--- src/pkg/hci_uart_map.vh ---
// How it works
// bit rate up to 4 Mbps
// start at 115.2 kbps after reset
// send rate-change acknowledge, then switch rate
// pick wire protocol from first command
// default frame eight data, one stop, no parity
// flag break, idle, framing, overflow, parity, underflow
// four-wire: per-byte handshake lines each way
// assert receive throttle past fill threshold
// transmit throttle: finish byte, start none
// three-wire: XON/XOFF software flow control
// four-wire sleep handshake over throttle lines
// carry commands, events, ACL both ways
// three-wire sleep messages, CRC pass through
// host stops sending while receive throttle high
`ifndef HCI_UART_MAP_VH
`define HCI_UART_MAP_VH

// ====================================================
// clock and bit rates
`define CLK_HZ          250000000
`define DEFAULT_BAUD    115200
`define MAX_BAUD        4000000
// divisors sized to the divider: 2170 rounds down at the default rate,
// 63 rounds up at the fastest so the link never runs above 4 Mbps
`define DEFAULT_DIV     16'h087a
`define MIN_DIV         16'h003f
`define DIV_W           16

// ====================================================
// character format
`define DATA_BITS       8
`define BIT_CNT_W       3
`define IDLE_BITS       4'ha
`define IDLE_CNT_W      4

// ====================================================
// protocol detection and flow characters
`define CMD_INDICATOR   8'h01
`define SLIP_DELIM      8'hc0
`define XON_CHAR        8'h11
`define XOFF_CHAR       8'h13
`define MODE_W          2
`define MODE_UNKNOWN    2'h0
`define MODE_FOUR       2'h1
`define MODE_THREE      2'h2

// ====================================================
// receive and transmit states
`define ST_W            3
`define ST_IDLE         3'h0
`define ST_START        3'h1
`define ST_DATA         3'h2
`define ST_PAR          3'h3
`define ST_STOP         3'h4
`define ST_WAIT         3'h5

`endif

--- src/rtl/hci_uart_transport.v ---
`timescale 1ns/100ps
`include "hci_uart_map.vh"

module hci_uart_transport
#(
   parameter DEPTH       = 16,
   parameter AW          = 4,
   parameter THRESHOLD   = 12,
   parameter THREE_WIRE  = 1
)
(
   // clock and reset
   input  wire                clk_sys,
   input  wire                rst,
   // serial link
   input  wire                uart_rx_in,
   output reg                 uart_tx_out,
   output reg                 rx_throttle_out,
   input  wire                tx_throttle_in,
   // received bytes to controller
   output reg  [7:0]          rx_data,
   output reg                 rx_valid,
   input  wire                rx_ready,
   // bytes from controller
   input  wire [7:0]          tx_data,
   input  wire                tx_last,
   input  wire                tx_valid,
   output reg                 tx_ready,
   // configuration
   input  wire                parity_en,
   input  wire                parity_odd,
   input  wire                rate_req,
   input  wire [`DIV_W-1:0]   rate_div_in,
   input  wire                sleep_req,
   // status
   output reg  [`MODE_W-1:0]  mode,
   output reg                 rate_switched,
   output reg                 wake_event,
   output reg                 err_break,
   output reg                 err_idle,
   output reg                 err_framing,
   output reg                 err_overflow,
   output reg                 err_parity,
   output reg                 err_underflow
);

   // ====================================================
   // bit rate
   reg  [`DIV_W-1:0] div_q;
   reg  [`DIV_W-1:0] pend_div_q;
   reg               pend_q;
   wire              rx_mid;
   wire              tx_end;
   wire              rx_restart;
   wire              tx_restart;
   wire              apply_rate;

   function [`DIV_W-1:0] clamp_div;
      input [`DIV_W-1:0] d;
      begin
         clamp_div = (d < `MIN_DIV) ? `MIN_DIV : d;
      end
   endfunction

   function is_flow_char;
      input [7:0] b;
      begin
         is_flow_char = (b == `XON_CHAR) || (b == `XOFF_CHAR);
      end
   endfunction

   bit_timer #(.DW(`DIV_W)) u_rx_timer
   (
      .clk_sys  (clk_sys),
      .rst      (rst),
      .restart  (rx_restart),
      .div      (div_q),
      .mid_tick (rx_mid),
      .end_tick ()
   );

   bit_timer #(.DW(`DIV_W)) u_tx_timer
   (
      .clk_sys  (clk_sys),
      .rst      (rst),
      .restart  (tx_restart),
      .div      (div_q),
      .mid_tick (),
      .end_tick (tx_end)
   );

   // ====================================================
   // receiver
   reg  [`ST_W-1:0]      rx_st_q;
   reg  [7:0]            rx_sh_q;
   reg  [`BIT_CNT_W-1:0] rx_cnt_q;
   reg                   rx_par_q;
   reg                   rx_prev_q;
   reg  [`IDLE_CNT_W-1:0] idle_cnt_q;
   reg                   active_q;
   reg                   xoff_q;
   wire                  stop_ok;
   wire                  byte_done;
   wire                  par_bad;

   assign rx_restart = (rx_st_q == `ST_IDLE) && rx_prev_q && !uart_rx_in;
   assign byte_done  = (rx_st_q == `ST_STOP) && rx_mid;
   assign stop_ok    = uart_rx_in;
   assign par_bad    = parity_en && (rx_par_q != (^rx_sh_q ^ parity_odd));

   // ====================================================
   // receive fifo
   reg  [7:0]  mem [0:DEPTH-1];
   reg  [AW-1:0] wr_q;
   reg  [AW-1:0] rd_q;
   reg  [AW:0]   cnt_q;
   wire        good_byte;
   wire        consumed;
   wire        push;
   wire        pop;
   wire        full;

   assign full      = (cnt_q == DEPTH);
   assign good_byte = byte_done && stop_ok && !par_bad;
   // flow characters are taken out of the stream in three-wire mode
   assign consumed  = (mode == `MODE_THREE) && is_flow_char(rx_sh_q);
   assign push      = good_byte && !consumed && !full;
   assign pop       = (cnt_q != {(AW+1){1'b0}}) && (!rx_valid || rx_ready);

   always @(posedge clk_sys)
   begin
      if (push)
         mem[wr_q] <= rx_sh_q;
   end

   always @(posedge clk_sys)
   begin
      if (rst)
      begin
         rx_st_q      <= `ST_IDLE;
         rx_sh_q      <= 8'h00;
         rx_cnt_q     <= {`BIT_CNT_W{1'b0}};
         rx_par_q     <= 1'b0;
         rx_prev_q    <= 1'b1;
         idle_cnt_q   <= {`IDLE_CNT_W{1'b0}};
         active_q     <= 1'b0;
         xoff_q       <= 1'b0;
         mode         <= `MODE_UNKNOWN;
         wr_q         <= {AW{1'b0}};
         rd_q         <= {AW{1'b0}};
         cnt_q        <= {(AW+1){1'b0}};
         rx_data      <= 8'h00;
         rx_valid     <= 1'b0;
         err_break    <= 1'b0;
         err_idle     <= 1'b0;
         err_framing  <= 1'b0;
         err_overflow <= 1'b0;
         err_parity   <= 1'b0;
      end
      else
      begin
         rx_prev_q    <= uart_rx_in;
         err_break    <= byte_done && !stop_ok && (rx_sh_q == 8'h00) && !rx_par_q;
         err_framing  <= byte_done && !stop_ok;
         err_parity   <= byte_done && stop_ok && par_bad;
         err_overflow <= good_byte && !consumed && full;
         err_idle     <= 1'b0;
         // idle: line quiet for ten bit times after traffic
         if (rx_st_q != `ST_IDLE || !uart_rx_in)
            idle_cnt_q <= {`IDLE_CNT_W{1'b0}};
         else if (rx_mid && active_q)
         begin
            if (idle_cnt_q == `IDLE_BITS - 4'h1)
            begin
               err_idle   <= 1'b1;
               active_q   <= 1'b0;
               idle_cnt_q <= {`IDLE_CNT_W{1'b0}};
            end
            else
               idle_cnt_q <= idle_cnt_q + 4'h1;
         end
         case (rx_st_q)
            `ST_IDLE:
            begin
               if (rx_restart)
                  rx_st_q <= `ST_START;
            end
            `ST_START:
            begin
               if (rx_mid)
               begin
                  rx_st_q  <= uart_rx_in ? `ST_IDLE : `ST_DATA;
                  rx_cnt_q <= {`BIT_CNT_W{1'b0}};
                  active_q <= 1'b1;
               end
            end
            `ST_DATA:
            begin
               if (rx_mid)
               begin
                  rx_sh_q  <= {uart_rx_in, rx_sh_q[7:1]};
                  rx_cnt_q <= rx_cnt_q + 3'h1;
                  rx_par_q <= 1'b0;
                  if (rx_cnt_q == `DATA_BITS - 1)
                     rx_st_q <= parity_en ? `ST_PAR : `ST_STOP;
               end
            end
            `ST_PAR:
            begin
               if (rx_mid)
               begin
                  rx_par_q <= uart_rx_in;
                  rx_st_q  <= `ST_STOP;
               end
            end
            `ST_STOP:
            begin
               if (rx_mid)
                  rx_st_q <= `ST_IDLE;
            end
            default:
               rx_st_q <= `ST_IDLE;
         endcase
         // first good indicator or delimiter byte fixes the protocol for the session
         if (good_byte && mode == `MODE_UNKNOWN)
         begin
            if (THREE_WIRE != 0 && rx_sh_q == `SLIP_DELIM)
               mode <= `MODE_THREE;
            else if (rx_sh_q == `CMD_INDICATOR)
               mode <= `MODE_FOUR;
         end
         if (good_byte && consumed)
            xoff_q <= (rx_sh_q == `XOFF_CHAR);
         if (push)
            wr_q <= wr_q + {{(AW-1){1'b0}}, 1'b1};
         if (pop)
         begin
            rx_data <= mem[rd_q];
            rd_q    <= rd_q + {{(AW-1){1'b0}}, 1'b1};
         end
         if (pop)
            rx_valid <= 1'b1;
         else if (rx_ready)
            rx_valid <= 1'b0;
         case ({push, pop})
            2'b10:   cnt_q <= cnt_q + {{AW{1'b0}}, 1'b1};
            2'b01:   cnt_q <= cnt_q - {{AW{1'b0}}, 1'b1};
            default: cnt_q <= cnt_q;
         endcase
      end
   end

   // ====================================================
   // receive throttle, sleep and software flow requests
   reg  asleep_q;
   reg  thr_prev_q;
   reg  above_q;
   reg  send_xoff_q;
   reg  send_xon_q;
   wire above;

   assign above = (cnt_q > THRESHOLD);

   always @(posedge clk_sys)
   begin
      if (rst)
      begin
         rx_throttle_out <= 1'b0;
         asleep_q        <= 1'b0;
         thr_prev_q      <= 1'b0;
         above_q         <= 1'b0;
         wake_event      <= 1'b0;
      end
      else
      begin
         asleep_q   <= sleep_req && (mode != `MODE_THREE);
         thr_prev_q <= tx_throttle_in;
         above_q    <= above;
         // host lowers its throttle line to wake a sleeping device
         wake_event <= asleep_q && thr_prev_q && !tx_throttle_in;
         if (mode == `MODE_THREE)
            rx_throttle_out <= 1'b0;
         else
            rx_throttle_out <= above || asleep_q;
      end
   end

   // ====================================================
   // transmitter
   reg  [`ST_W-1:0]      tx_st_q;
   reg  [7:0]            tx_sh_q;
   reg  [`BIT_CNT_W-1:0] tx_cnt_q;
   reg                   tx_par_q;
   reg                   last_q;
   reg                   in_pkt_q;
   reg                   flow_q;
   wire                  blocked;
   wire                  take;
   wire                  flow_pend;
   wire                  tx_idle_now;

   // four-wire pauses on the line, three-wire on a received XOFF
   assign blocked     = (mode == `MODE_THREE) ? xoff_q : tx_throttle_in;
   assign take        = tx_valid && tx_ready;
   assign flow_pend   = send_xoff_q || send_xon_q;
   assign tx_idle_now = (tx_st_q == `ST_IDLE) && !take;
   assign tx_restart  = (tx_st_q == `ST_WAIT) && (flow_q || !blocked);
   assign apply_rate  = pend_q && (tx_st_q == `ST_STOP) && tx_end && last_q && !flow_q;

   always @(posedge clk_sys)
   begin
      if (rst)
      begin
         tx_st_q       <= `ST_IDLE;
         tx_sh_q       <= 8'h00;
         tx_cnt_q      <= {`BIT_CNT_W{1'b0}};
         tx_par_q      <= 1'b0;
         last_q        <= 1'b0;
         in_pkt_q      <= 1'b0;
         flow_q        <= 1'b0;
         send_xoff_q   <= 1'b0;
         send_xon_q    <= 1'b0;
         uart_tx_out   <= 1'b1;
         tx_ready      <= 1'b0;
         err_underflow <= 1'b0;
         div_q         <= `DEFAULT_DIV;
         pend_div_q    <= `DEFAULT_DIV;
         pend_q        <= 1'b0;
         rate_switched <= 1'b0;
      end
      else
      begin
         tx_ready      <= tx_idle_now && !flow_pend;
         err_underflow <= 1'b0;
         rate_switched <= apply_rate;
         // three-wire: ask the host to pause or resume on threshold edges
         // the acknowledge goes out at the old rate, switch after its stop bit
         if (apply_rate)
         begin
            div_q  <= pend_div_q;
            pend_q <= 1'b0;
         end
         // a request landing in the switch cycle stays pending
         if (rate_req)
         begin
            pend_div_q <= clamp_div(rate_div_in);
            pend_q     <= 1'b1;
         end
         case (tx_st_q)
            `ST_IDLE:
            begin
               if (take)
               begin
                  tx_sh_q  <= tx_data;
                  last_q   <= tx_last;
                  in_pkt_q <= !tx_last;
                  flow_q   <= 1'b0;
                  tx_st_q  <= `ST_WAIT;
               end
               else if (flow_pend)
               begin
                  tx_sh_q     <= send_xoff_q ? `XOFF_CHAR : `XON_CHAR;
                  send_xoff_q <= 1'b0;
                  send_xon_q  <= send_xoff_q ? send_xon_q : 1'b0;
                  flow_q      <= 1'b1;
                  tx_st_q     <= `ST_WAIT;
               end
            end
            `ST_WAIT:
            begin
               // a held data byte never starts while the far end throttles us, XON/XOFF start anyway
               if (tx_restart)
               begin
                  uart_tx_out <= 1'b0;
                  tx_par_q    <= ^tx_sh_q ^ parity_odd;
                  tx_st_q     <= `ST_START;
               end
            end
            `ST_START:
            begin
               if (tx_end)
               begin
                  uart_tx_out <= tx_sh_q[0];
                  tx_sh_q     <= {1'b0, tx_sh_q[7:1]};
                  tx_cnt_q    <= {`BIT_CNT_W{1'b0}};
                  tx_st_q     <= `ST_DATA;
               end
            end
            `ST_DATA:
            begin
               if (tx_end)
               begin
                  tx_cnt_q <= tx_cnt_q + 3'h1;
                  if (tx_cnt_q == `DATA_BITS - 1)
                  begin
                     uart_tx_out <= parity_en ? tx_par_q : 1'b1;
                     tx_st_q     <= parity_en ? `ST_PAR : `ST_STOP;
                  end
                  else
                  begin
                     uart_tx_out <= tx_sh_q[0];
                     tx_sh_q     <= {1'b0, tx_sh_q[7:1]};
                  end
               end
            end
            `ST_PAR:
            begin
               if (tx_end)
               begin
                  uart_tx_out <= 1'b1;
                  tx_st_q     <= `ST_STOP;
               end
            end
            `ST_STOP:
            begin
               // the byte in flight always completes, throttle or not
               if (tx_end)
               begin
                  tx_st_q       <= `ST_IDLE;
                  err_underflow <= in_pkt_q && !flow_q && !tx_valid;
               end
            end
            default:
               tx_st_q <= `ST_IDLE;
         endcase
         // set after the launch so a crossing in the launch cycle is kept
         if (mode == `MODE_THREE && above && !above_q)
            send_xoff_q <= 1'b1;
         if (mode == `MODE_THREE && !above && above_q)
            send_xon_q <= 1'b1;
      end
   end

endmodule

--- src/rtl/bit_timer.v ---
`timescale 1ns/100ps
`include "hci_uart_map.vh"

module bit_timer
#(
   parameter DW = `DIV_W
)
(
   // clock and reset
   input  wire          clk_sys,
   input  wire          rst,
   // control
   input  wire          restart,
   input  wire [DW-1:0] div,
   // ticks
   output reg           mid_tick,
   output reg           end_tick
);

   reg [DW-1:0] cnt_q;

   // ====================================================
   // bit period counter, realigned by restart
   always @(posedge clk_sys)
   begin
      if (rst || restart)
      begin
         cnt_q    <= {DW{1'b0}};
         mid_tick <= 1'b0;
         end_tick <= 1'b0;
      end
      else
      begin
         mid_tick <= (cnt_q == (div >> 1));
         end_tick <= (cnt_q == div - {{(DW-1){1'b0}}, 1'b1});
         if (cnt_q >= div - {{(DW-1){1'b0}}, 1'b1})
            cnt_q <= {DW{1'b0}};
         else
            cnt_q <= cnt_q + {{(DW-1){1'b0}}, 1'b1};
      end
   end

endmodule

--- config.mk ---
export PLATFORM = sky130hd
export DESIGN_NAME = hci_uart_transport
export DESIGN_NICKNAME = d
export VERILOG_FILES = /design/src/rtl/hci_uart_transport.v /design/src/rtl/bit_timer.v
export VERILOG_INCLUDE_DIRS = /design/src /design/src/pkg
export SDC_FILE = /design/constraint.sdc
export NUM_CORES = 1
export LEC_CHECK = 0
export BUFFER_PORTS_ARGS = -buffer_cell sky130_fd_sc_hd__buf_2
export CAP_MARGIN = 20
export CORE_MARGIN = 5
export CORE_UTILIZATION = 45
export CTS_CLUSTER_SIZE = 20
export DETAILED_ROUTE_END_ITERATION = 12
export HOLD_SLACK_MARGIN = 0.06
export PLACE_DENSITY = 0.67
export SLEW_MARGIN = 40
export SYNTH_ARGS = -nofsm -noshare
export SYNTH_HDL_FRONTEND = slang
export SYNTH_SLANG_ARGS = --single-unit
--- constraint.sdc ---
create_clock -name clk_sys -period 8.5 [get_ports clk_sys]
set_input_delay 0.85 -clock clk_sys [delete_from_list [all_inputs] [get_ports clk_sys]]
set_output_delay 0.85 -clock clk_sys [all_outputs]
set_load 0.02 [all_outputs]
# Yosys cells after proc, flatten, opt, wreduce, memory -nomap -nowiden

Memory sizes are Yosys's and may differ from the RTL's. A register that Yosys moved wholly into a read port is not among the register bits.
Cells that the tools add are included.
Widths: inputs -> output; s select.

Bits in registers: 139
Memory bits (writable): 128
Input bits: 35
Output and inout bits: 22
Memories: 1

$add $sub $neg: 10
Order comparisons: 4
Eq/ne operators: 41
Muxes and demuxes: 68
Bitwise gates (word level): 5
Reductions and logical operators: 100

Memory list:

| memory | words | width | read ports | clocked after memory_dff | write ports | line                     | text |
|---|---|---|---|---|---|---|---|
| mem    | 16    | 8     | 1          | 1                        | 1           | hci_uart_transport.v:113 | `reg [7:0] mem [0:DEPTH-1];` |

Operator list:

| kind                  | count |
|---|---|
| $mux 3                | 17 |
| $mux 8                | 5 |
| $logic_and 1x1->1     | 35 |
| $add 16x1->16 const B | 2 |
| $ge 16x16->1          | 2 |
| $mux 1                | 32 |
| $ne 2x1->1 const B    | 13 |
| $pmux 8 s3            | 1 |
| $reduce_bool 2->1     | 12 |
| $pmux 3 s6            | 1 |
| $eq 16x15->1          | 1 |
| $eq 16x16->1          | 1 |
| $eq 8x5->1 const B    | 2 |
| $lt 16x6->1 const B   | 1 |
| $mux 16               | 1 |
| $reduce_xor 8->1      | 2 |
| $sub 16x1->16 const B | 1 |
| $eq 3x3->1 const B    | 5 |
| $logic_not 1->1       | 15 |
| $pmux 3 s5            | 1 |
| $add 4x1->4 const B   | 3 |
| $eq 3x2->1 const B    | 4 |
| $pmux 3 s2            | 2 |
| $reduce_and 3->1      | 4 |
| 35 further kinds      | 65 |

# Depth between registers and ports, before layout

Depth after elaboration: 10
Mapped depth: 16
Gate-level depth less buffers: 15

# Hierarchy

Synthesis repeated with hierarchy kept, for this count alone.

Cell total of the unflattened synthesis: 1193
Area total of the unflattened synthesis: 13374.1 µm²

By module, submodules not included:

| module                 | times used | cells each | area an instance (µm²) |
|---|---|---|---|
| hci_uart_transport     | 1          | 825        | 10117.2 |
| bit_timer (u_tx_timer) | 1          | 185        | 1701.6 |
| bit_timer (u_rx_timer) | 1          | 183        | 1555.2 |

# Least setup slack after synthesis

OpenSTA, ideal clock, no wires.

Kind: register to register
Start: register rx_sh_q[1]
End: register cnt_q[4]
Library setup time: 70 ps
Arrival time: 3719 ps
Setup slack: 4711 ps
Cell stages (with the launch flop): 16
Path through: dfxtp_1 inv_1 ha_1 xor2_1 xnor3_1 nor2_1 nor3_1 clkbuf_1 inv_1 ha_1 ha_1 nor2b_1 o21ai_0 a21oi_1 or4_1 a21oi_1

Word-level cells in the longest chain between the ends: 10
Elaborated cells on any way between the ends: 17
Classes of those cells: eq/ne (5); mux (1); bitwise (1); reduce/logical (10)

Ends and longest elaborated chain:

| what                                                   | line                     | text |
|---|---|---|
| start: declaration                                     | hci_uart_transport.v:95  | `reg [7:0] rx_sh_q;` |
| start signal: assignment                               | hci_uart_transport.v:201 | `rx_sh_q <= {uart_rx_in, rx_sh_q[7:1]};` |
| $reduce_xor 8->1                                       | hci_uart_transport.v:109 | `assign par_bad = parity_en && (rx_par_q != (^rx_sh_q ^ parity_odd));` |
| $xor 1x1->1                                            | hci_uart_transport.v:109 |  |
| $ne 1x1->1                                             | hci_uart_transport.v:109 |  |
| $logic_and 1x1->1                                      | hci_uart_transport.v:109 |  |
| $logic_not 1->1                                        | hci_uart_transport.v:124 | `assign good_byte = byte_done && stop_ok && !par_bad;` |
| $logic_and 1x1->1                                      | hci_uart_transport.v:124 |  |
| $logic_and 1x1->1 * (2 in a row)                       | hci_uart_transport.v:127 | `assign push = good_byte && !consumed && !full;` |
| $eq 2x1->1 / $eq 2x2->1 (equally long branches)        | hci_uart_transport.v:245 | `case ({push, pop})` |
| $pmux 5 s2 / $reduce_bool 2->1 (equally long branches) | n/a                      |  |
| end signal: assignment                                 | hci_uart_transport.v:246 | `2'b10: cnt_q <= cnt_q + {{AW{1'b0}}, 1'b1};` |
| end signal: assignment                                 | hci_uart_transport.v:247 | `2'b01: cnt_q <= cnt_q - {{AW{1'b0}}, 1'b1};` |
| end signal: assignment                                 | hci_uart_transport.v:248 | `default: cnt_q <= cnt_q;` |
| end: declaration                                       | hci_uart_transport.v:116 | `reg [AW:0] cnt_q;` |

Mark *: on every way between the ends. The rest lies on a longest branch, timed or not.
A chain may end at the register's enable or synchronous reset.

# Worst setup path after layout

Start: register div_q[2]
End: register u_rx_timer.cnt_q[2]

Word-level cells in the longest chain between the ends: 3

Ends and longest elaborated chain:

| what                      | line                     | text |
|---|---|---|
| start: declaration        | hci_uart_transport.v:49  | `` reg [`DIV_W-1:0] div_q; `` |
| start signal: assignment  | hci_uart_transport.v:326 | `` div_q <= `DEFAULT_DIV; `` |
| start signal: assignment  | hci_uart_transport.v:340 | `div_q <= pend_div_q;` |
| $sub 16x1->16             | bit_timer.v:36           | `if (cnt_q >= div - {{(DW-1){1'b0}}, 1'b1})` |
| $ge 16x16->1              | bit_timer.v:36           |  |
| $reduce_or 2->1 (no line) | n/a                      |  |
| end signal: assignment    | bit_timer.v:28           | `cnt_q <= {DW{1'b0}};` |
| end signal: assignment    | bit_timer.v:37           | `cnt_q <= {DW{1'b0}};` |
| end signal: assignment    | bit_timer.v:39           | `cnt_q <= cnt_q + {{(DW-1){1'b0}}, 1'b1};` |
| end: declaration          | bit_timer.v:20           | `reg [DW-1:0] cnt_q;` |

Every way passes these cells.

==> tab_implementation.tex <==
\begin{tabular}{lr}
\hline
Metric & Value \\
\hline
\multicolumn{2}{l}{\textbf{Run status}} \\
Outcome & finished clean \\
\multicolumn{2}{l}{\textbf{Clocking}} \\
Post\_cts resized & 0 \\
Root Driver & clkbuf\_16 \\
Clock-pin transition on the worst setup and hold timing paths & approximately 60 ps \\
Count of hold-fix buffers inserted at cts & 0 \\
Clock latency of the later-clocked register in the worst-skew pair & between 500 and 600 ps \\
Setup fix buffers added after clock tree synthesis & 0 \\
Maximum clock insertion buffer count & 3 \\
CTS Sinks & 275 \\
Clock tree from TritonCTS & built \\
Number of buffers created by CTS & 30 \\
Depth of the CTS H-tree & 1 \\
\multicolumn{2}{l}{\textbf{GRT}} \\
Met3 demand-to-capacity share in global routing & 0.02833 \\
Vias in the first global route & 8322 \\
Global routing usage on met1 & 0.2411 \\
Total routing usage reported by global routing & 0.1739 \\
Met2 usage in global routing & 0.2884 \\
GR peak layer & met2 \\
Pin count of the biggest net entering global routing & 66 \\
First-pass GRT wire length & about 44000 um \\
Number of antenna violations at the first check in global routing & 0 \\
Congestion Overflow GR & 0 \\
\multicolumn{2}{l}{\textbf{Power and ir drop}} \\
Logic gate share of total power & 0.075 \\
Power, Total & around 3 mW \\
Switching power share of the total & 0.2229 \\
Net switching power & approximately 680 uW \\
Clock network fraction of total power & 0.453 \\
PwrDens & approximately 210 mW/mm2 \\
VDD IR-drop max & 0.1404 mV \\
Sequential fraction of design power & 0.472 \\
Internal power contribution & 2.372 mW \\
Leakage & 5.181 nW \\
\multicolumn{2}{l}{\textbf{Place}} \\
Dpl hpwl & 18020 um \\
Count of input and output buffers & 56 \\
RePlAce Congestion & roughly 0.85 \\
Instance area at placement & around 0.013 mm2 \\
\multicolumn{2}{l}{\textbf{Synthesis}} \\
Number of enable flip-flop cells after synthesis & roughly 130 \\
Cell count after synthesis & roughly 1100 \\
Fraction of synthesized cell area taken by the top area cell type & 0.3035 \\
Biggest area contributors in the synthesized netlist & edfxtp\_1, dfxtp\_1, mux4\_2, ha\_1, a21oi\_1 \\
Async SR Flop Fraction & 0 \\
Count of cell types in the netlist & between 60 and 70 \\
Post-synthesis cell type with the largest combined area & edfxtp\_1 \\
Post-synth net total & $\sim$1200 \\
Sequential element share of the synthesized area & 0.5358 \\
Area of the mapped netlist & 0.01267 mm2 \\
Synthesized flop and latch total & 275 \\
Synth warnings & 0 \\
Primary FF master, synth & dfxtp\_1 \\
Post-synthesis average cell area & between 10 and 15 um2 \\
\multicolumn{2}{l}{\textbf{Worst setup path}} \\
Classification of the worst setup path & flip-flop to flip-flop \\
Largest delay contributor family on the critical path & simple AND/OR/NAND/NOR gates \\
Slowest stage cell on the critical path & a2111oi\_0 \\
Critical path fanouts, max & 15 \\
CP Launch Point & div\_q[2]\$\_SDFFE\_PP0P\_ \\
Max incr delay on CP & just under 600 ps \\
Worst flop-to-flop path startpoint & div\_q[2]\$\_SDFFE\_PP0P\_ \\
Critical Path Source Type & flip-flop \\
CP Data Required Time & 8940 ps \\
Cell breakdown of the critical path & or3\_1 > or4\_1 > or3\_1 > nor3\_1 > xnor2\_1 > ha\_1 > a211oi\_1 > nor2\_1 > a2111oi\_0 > nand2\_1 > a211oi\_1 \\
Critical Path Sink Type & flip-flop \\
CP arrival & 4860 ps \\
Bufs and invs on worst path & 0 \\
\multicolumn{2}{l}{\textbf{Detailed routing}} \\
Remaining number of nets flagged by the antenna check after routing & 0 \\
Number of remaining DRC errors & 0 \\
Via density per instance & roughly 5.4 \\
Detailed Routing Iterations Pass 1 & 5 \\
Routed wire length per instance & $\sim$17 um \\
Total vias in the final route & 8504 \\
Drt total wl & roughly 27000 um \\
First-iteration detailed-routing DRC count & 546 \\
\multicolumn{2}{l}{\textbf{Final layout}} \\
Filler cell count & 2500 \\
Layout overhead on the synthesized area & 13.35\% \\
Area taken by multi-input logic gates & 0.005547 mm2 \\
Post-route cell area & about 0.014 mm2 \\
Fraction of final layout cells sized beyond drive strength 1 & 0.1512 \\
Post-layout net count & 1250 \\
Antenna diodes & 0 \\
Flip-flop and latch area & 0.006789 mm2 \\
\multicolumn{2}{l}{\textbf{Floorplanning}} \\
IO Pins & 57 \\
Initial Util & 0.4559 \\
Overall die area & around 0.032 mm2 \\
Core area & 0.02778 mm2 \\
Die Wd & 177.8 um \\
Number of placement rows & 61 \\
Die outline height & 177.8 um \\
\multicolumn{2}{l}{\textbf{STA}} \\
Part of the cycle the worst path needs & 0.5194 \\
Final count of negative-setup-slack endpoints & 0 \\
Remaining max-slew budget at the tightest pin & 0.4909 \\
Slew @ Worst Pin & 760.1 ps \\
Worst clock skew & 37.21 ps \\
Peak clock frequency supported by timing & 226.5 MHz \\
Final Hold Viols & 0 \\
Max-slew violation total from the final report & 0 \\
RSZ-0062 raised after global routing & no \\
Post-Route Setup TNS & 0 ps \\
Final critical delay including setup and external delays & between 4000 and 5000 ps \\
Final hold slack & between 400 and 500 ps \\
\multicolumn{2}{l}{\textbf{Hold path}} \\
Worst min-delay path startpoint & thr\_prev\_q\$\_SDFF\_PP0\_ \\
Hold WC Path Type & flip-flop to flip-flop \\
\multicolumn{2}{l}{\textbf{Flow run}} \\
Count of max-cap constraint violations & 0 \\
\hline
\end{tabular}
## Yosys cell counts, types with 8 or more instances
library cell,number
a211oi_1,17
a211oi_2,9
a21oi_1,76
a22oi_1,16
and3_1,19
buf_1,8
clkbuf_1,40
dfxtp_1,147
edfxtp_1,128
ha_1,54
inv_1,33
mux2i_1,18
mux4_2,32
nand2_1,80
nand2b_1,18
nand3_1,25
nand3b_1,10
nand4_1,14
nor2_1,101
nor2b_1,21
nor3_1,35
nor3b_1,9
nor4_1,15
o21ai_0,24
o22ai_1,8
or3_1,8
xnor2_1,41
xor2_1,33
## metrics by stage
step | setup slack, ps | utilization | cells
2_1_floorplan | 4711 | - | 1122
3_3_place_gp | 4195 | 0.4767 | 1506
3_5_place_dp | 4084 | 0.4773 | 1506
4_1_cts | 4055 | 0.5163 | 1562
5_1_grt | 3708 | 0.5168 | 1562
6_report | 4085 | 0.5168 | 1562
## logic make-up after synthesis
family                   count (synthesis)  synth area share
XOR/XNOR                                76           0.05473
AO/OA/AOI/OAI                          182           0.09286
adder cells (fa/ha/maj)                 55           0.05492
AND/OR/NAND/NOR                        387            0.1563
buffers and inverters                   91           0.02894
multiplexers                            56           0.07646
flip-flops                             275            0.5358
## per-layer routing
metal / up-vias / share of wire
li1: 4178 / -
met1: 4063 / 0.45
met2: 223 / 0.47
met3: 40 / 0.057
met4: 0 / 0.019
met5: - / 0
## cell usage in the layout (no fill, tap or decap), types with 4 or more instances in the layout
cell	synthesis	final
and4_1	5	5
o22ai_1	8	8
buf_2	6	55
a211oi_2	9	9
inv_1	33	33
xor2_1	33	33
nor2_1	101	99
nor3_1	35	35
or4_1	4	4
a211oi_1	17	17
o21ai_0	24	23
mux4_2	32	32
nor4_1	15	15
nand2b_1	18	18
and2_1	7	7
mux2_2	6	6
nand3b_1	10	10
nand2_1	80	80
or3_1	8	8
xnor2_1	41	41
or2_2	4	4
mux2i_1	18	18
ha_1	54	54
and3_1	19	19
clkbuf_1	40	6
edfxtp_1	128	128
nor2b_1	21	19
bufinv_16	0	6
o211ai_1	5	5
a22oi_1	16	16
clkinv_2	0	4
nand4_1	14	14
buf_4	0	9
a21oi_1	76	76
clkbuf_16	0	30
dfxtp_1	147	145
nor3b_1	9	9
nand3_1	25	25
## path summary, 6_finish.rpt
path | to | cells past startpoint | slack (ps)
worst max-delay path | u_rx_timer.cnt_q[2]$_SDFF_PP0_ | 11 | 4080
worst max register to register | u_rx_timer.cnt_q[2]$_SDFF_PP0_ | 11 | 4080
worst min-delay path | wake_event$_SDFF_PP0_ | 2 | 430
worst min register to register | wake_event$_SDFF_PP0_ | 2 | 430
## state kept, by name, indices dropped and copies added, names as in the netlist, 2 cells and up, named ones only
| name | count |
|---|---|
| div_q | 16 |
| wr_q | 4 |
| u_rx_timer.cnt_q | 16 |
| tx_sh_q | 8 |
| rx_sh_q | 8 |
| tx_cnt_q | 3 |
| rd_q | 4 |
| rx_st_q | 3 |
| u_tx_timer.cnt_q | 16 |
| idle_cnt_q | 4 |
| pend_div_q | 16 |
| mode | 2 |
| rx_data | 8 |
| rx_cnt_q | 3 |
| tx_st_q | 3 |
| cnt_q | 5 |
| mem | 128 |
## power by group through the flow
stage / sequential [mW] / clock [mW] / combinational [mW]
final: 1.44 / 1.38 / 0.230
after CTS: 1.44 / 1.41 / 0.230
after global placement: 1.47 / 0 / 0.226
after floorplan: 1.45 / 0 / 0.192
after detailed placement: 1.47 / 0 / 0.228
after global routing: 1.45 / 1.46 / 0.260
## worst reg2reg max path, delay by kind of cell, from the launching register on
| kind | cells | cell delay (ps) |
|---|---|---|
| adder cells (fa/ha/maj) | 1 | 280 |
| flip-flops | 1 | 360 |
| AO/OA/AOI/OAI | 3 | 1200 |
| XOR/XNOR | 1 | 180 |
| AND/OR/NAND/NOR | 6 | 2280 |
## cell type report
cell class	instances	area share
clock buffer	39	0.05674
clock inverter	17	0.01856
inverter	33	0.008628
multi-input combinational	756	0.3864
sequential	275	0.4729
tap	378	0.03294
timing repair buffer	64	0.02388
No activity file was read; power rests on OpenSTA's default activity.
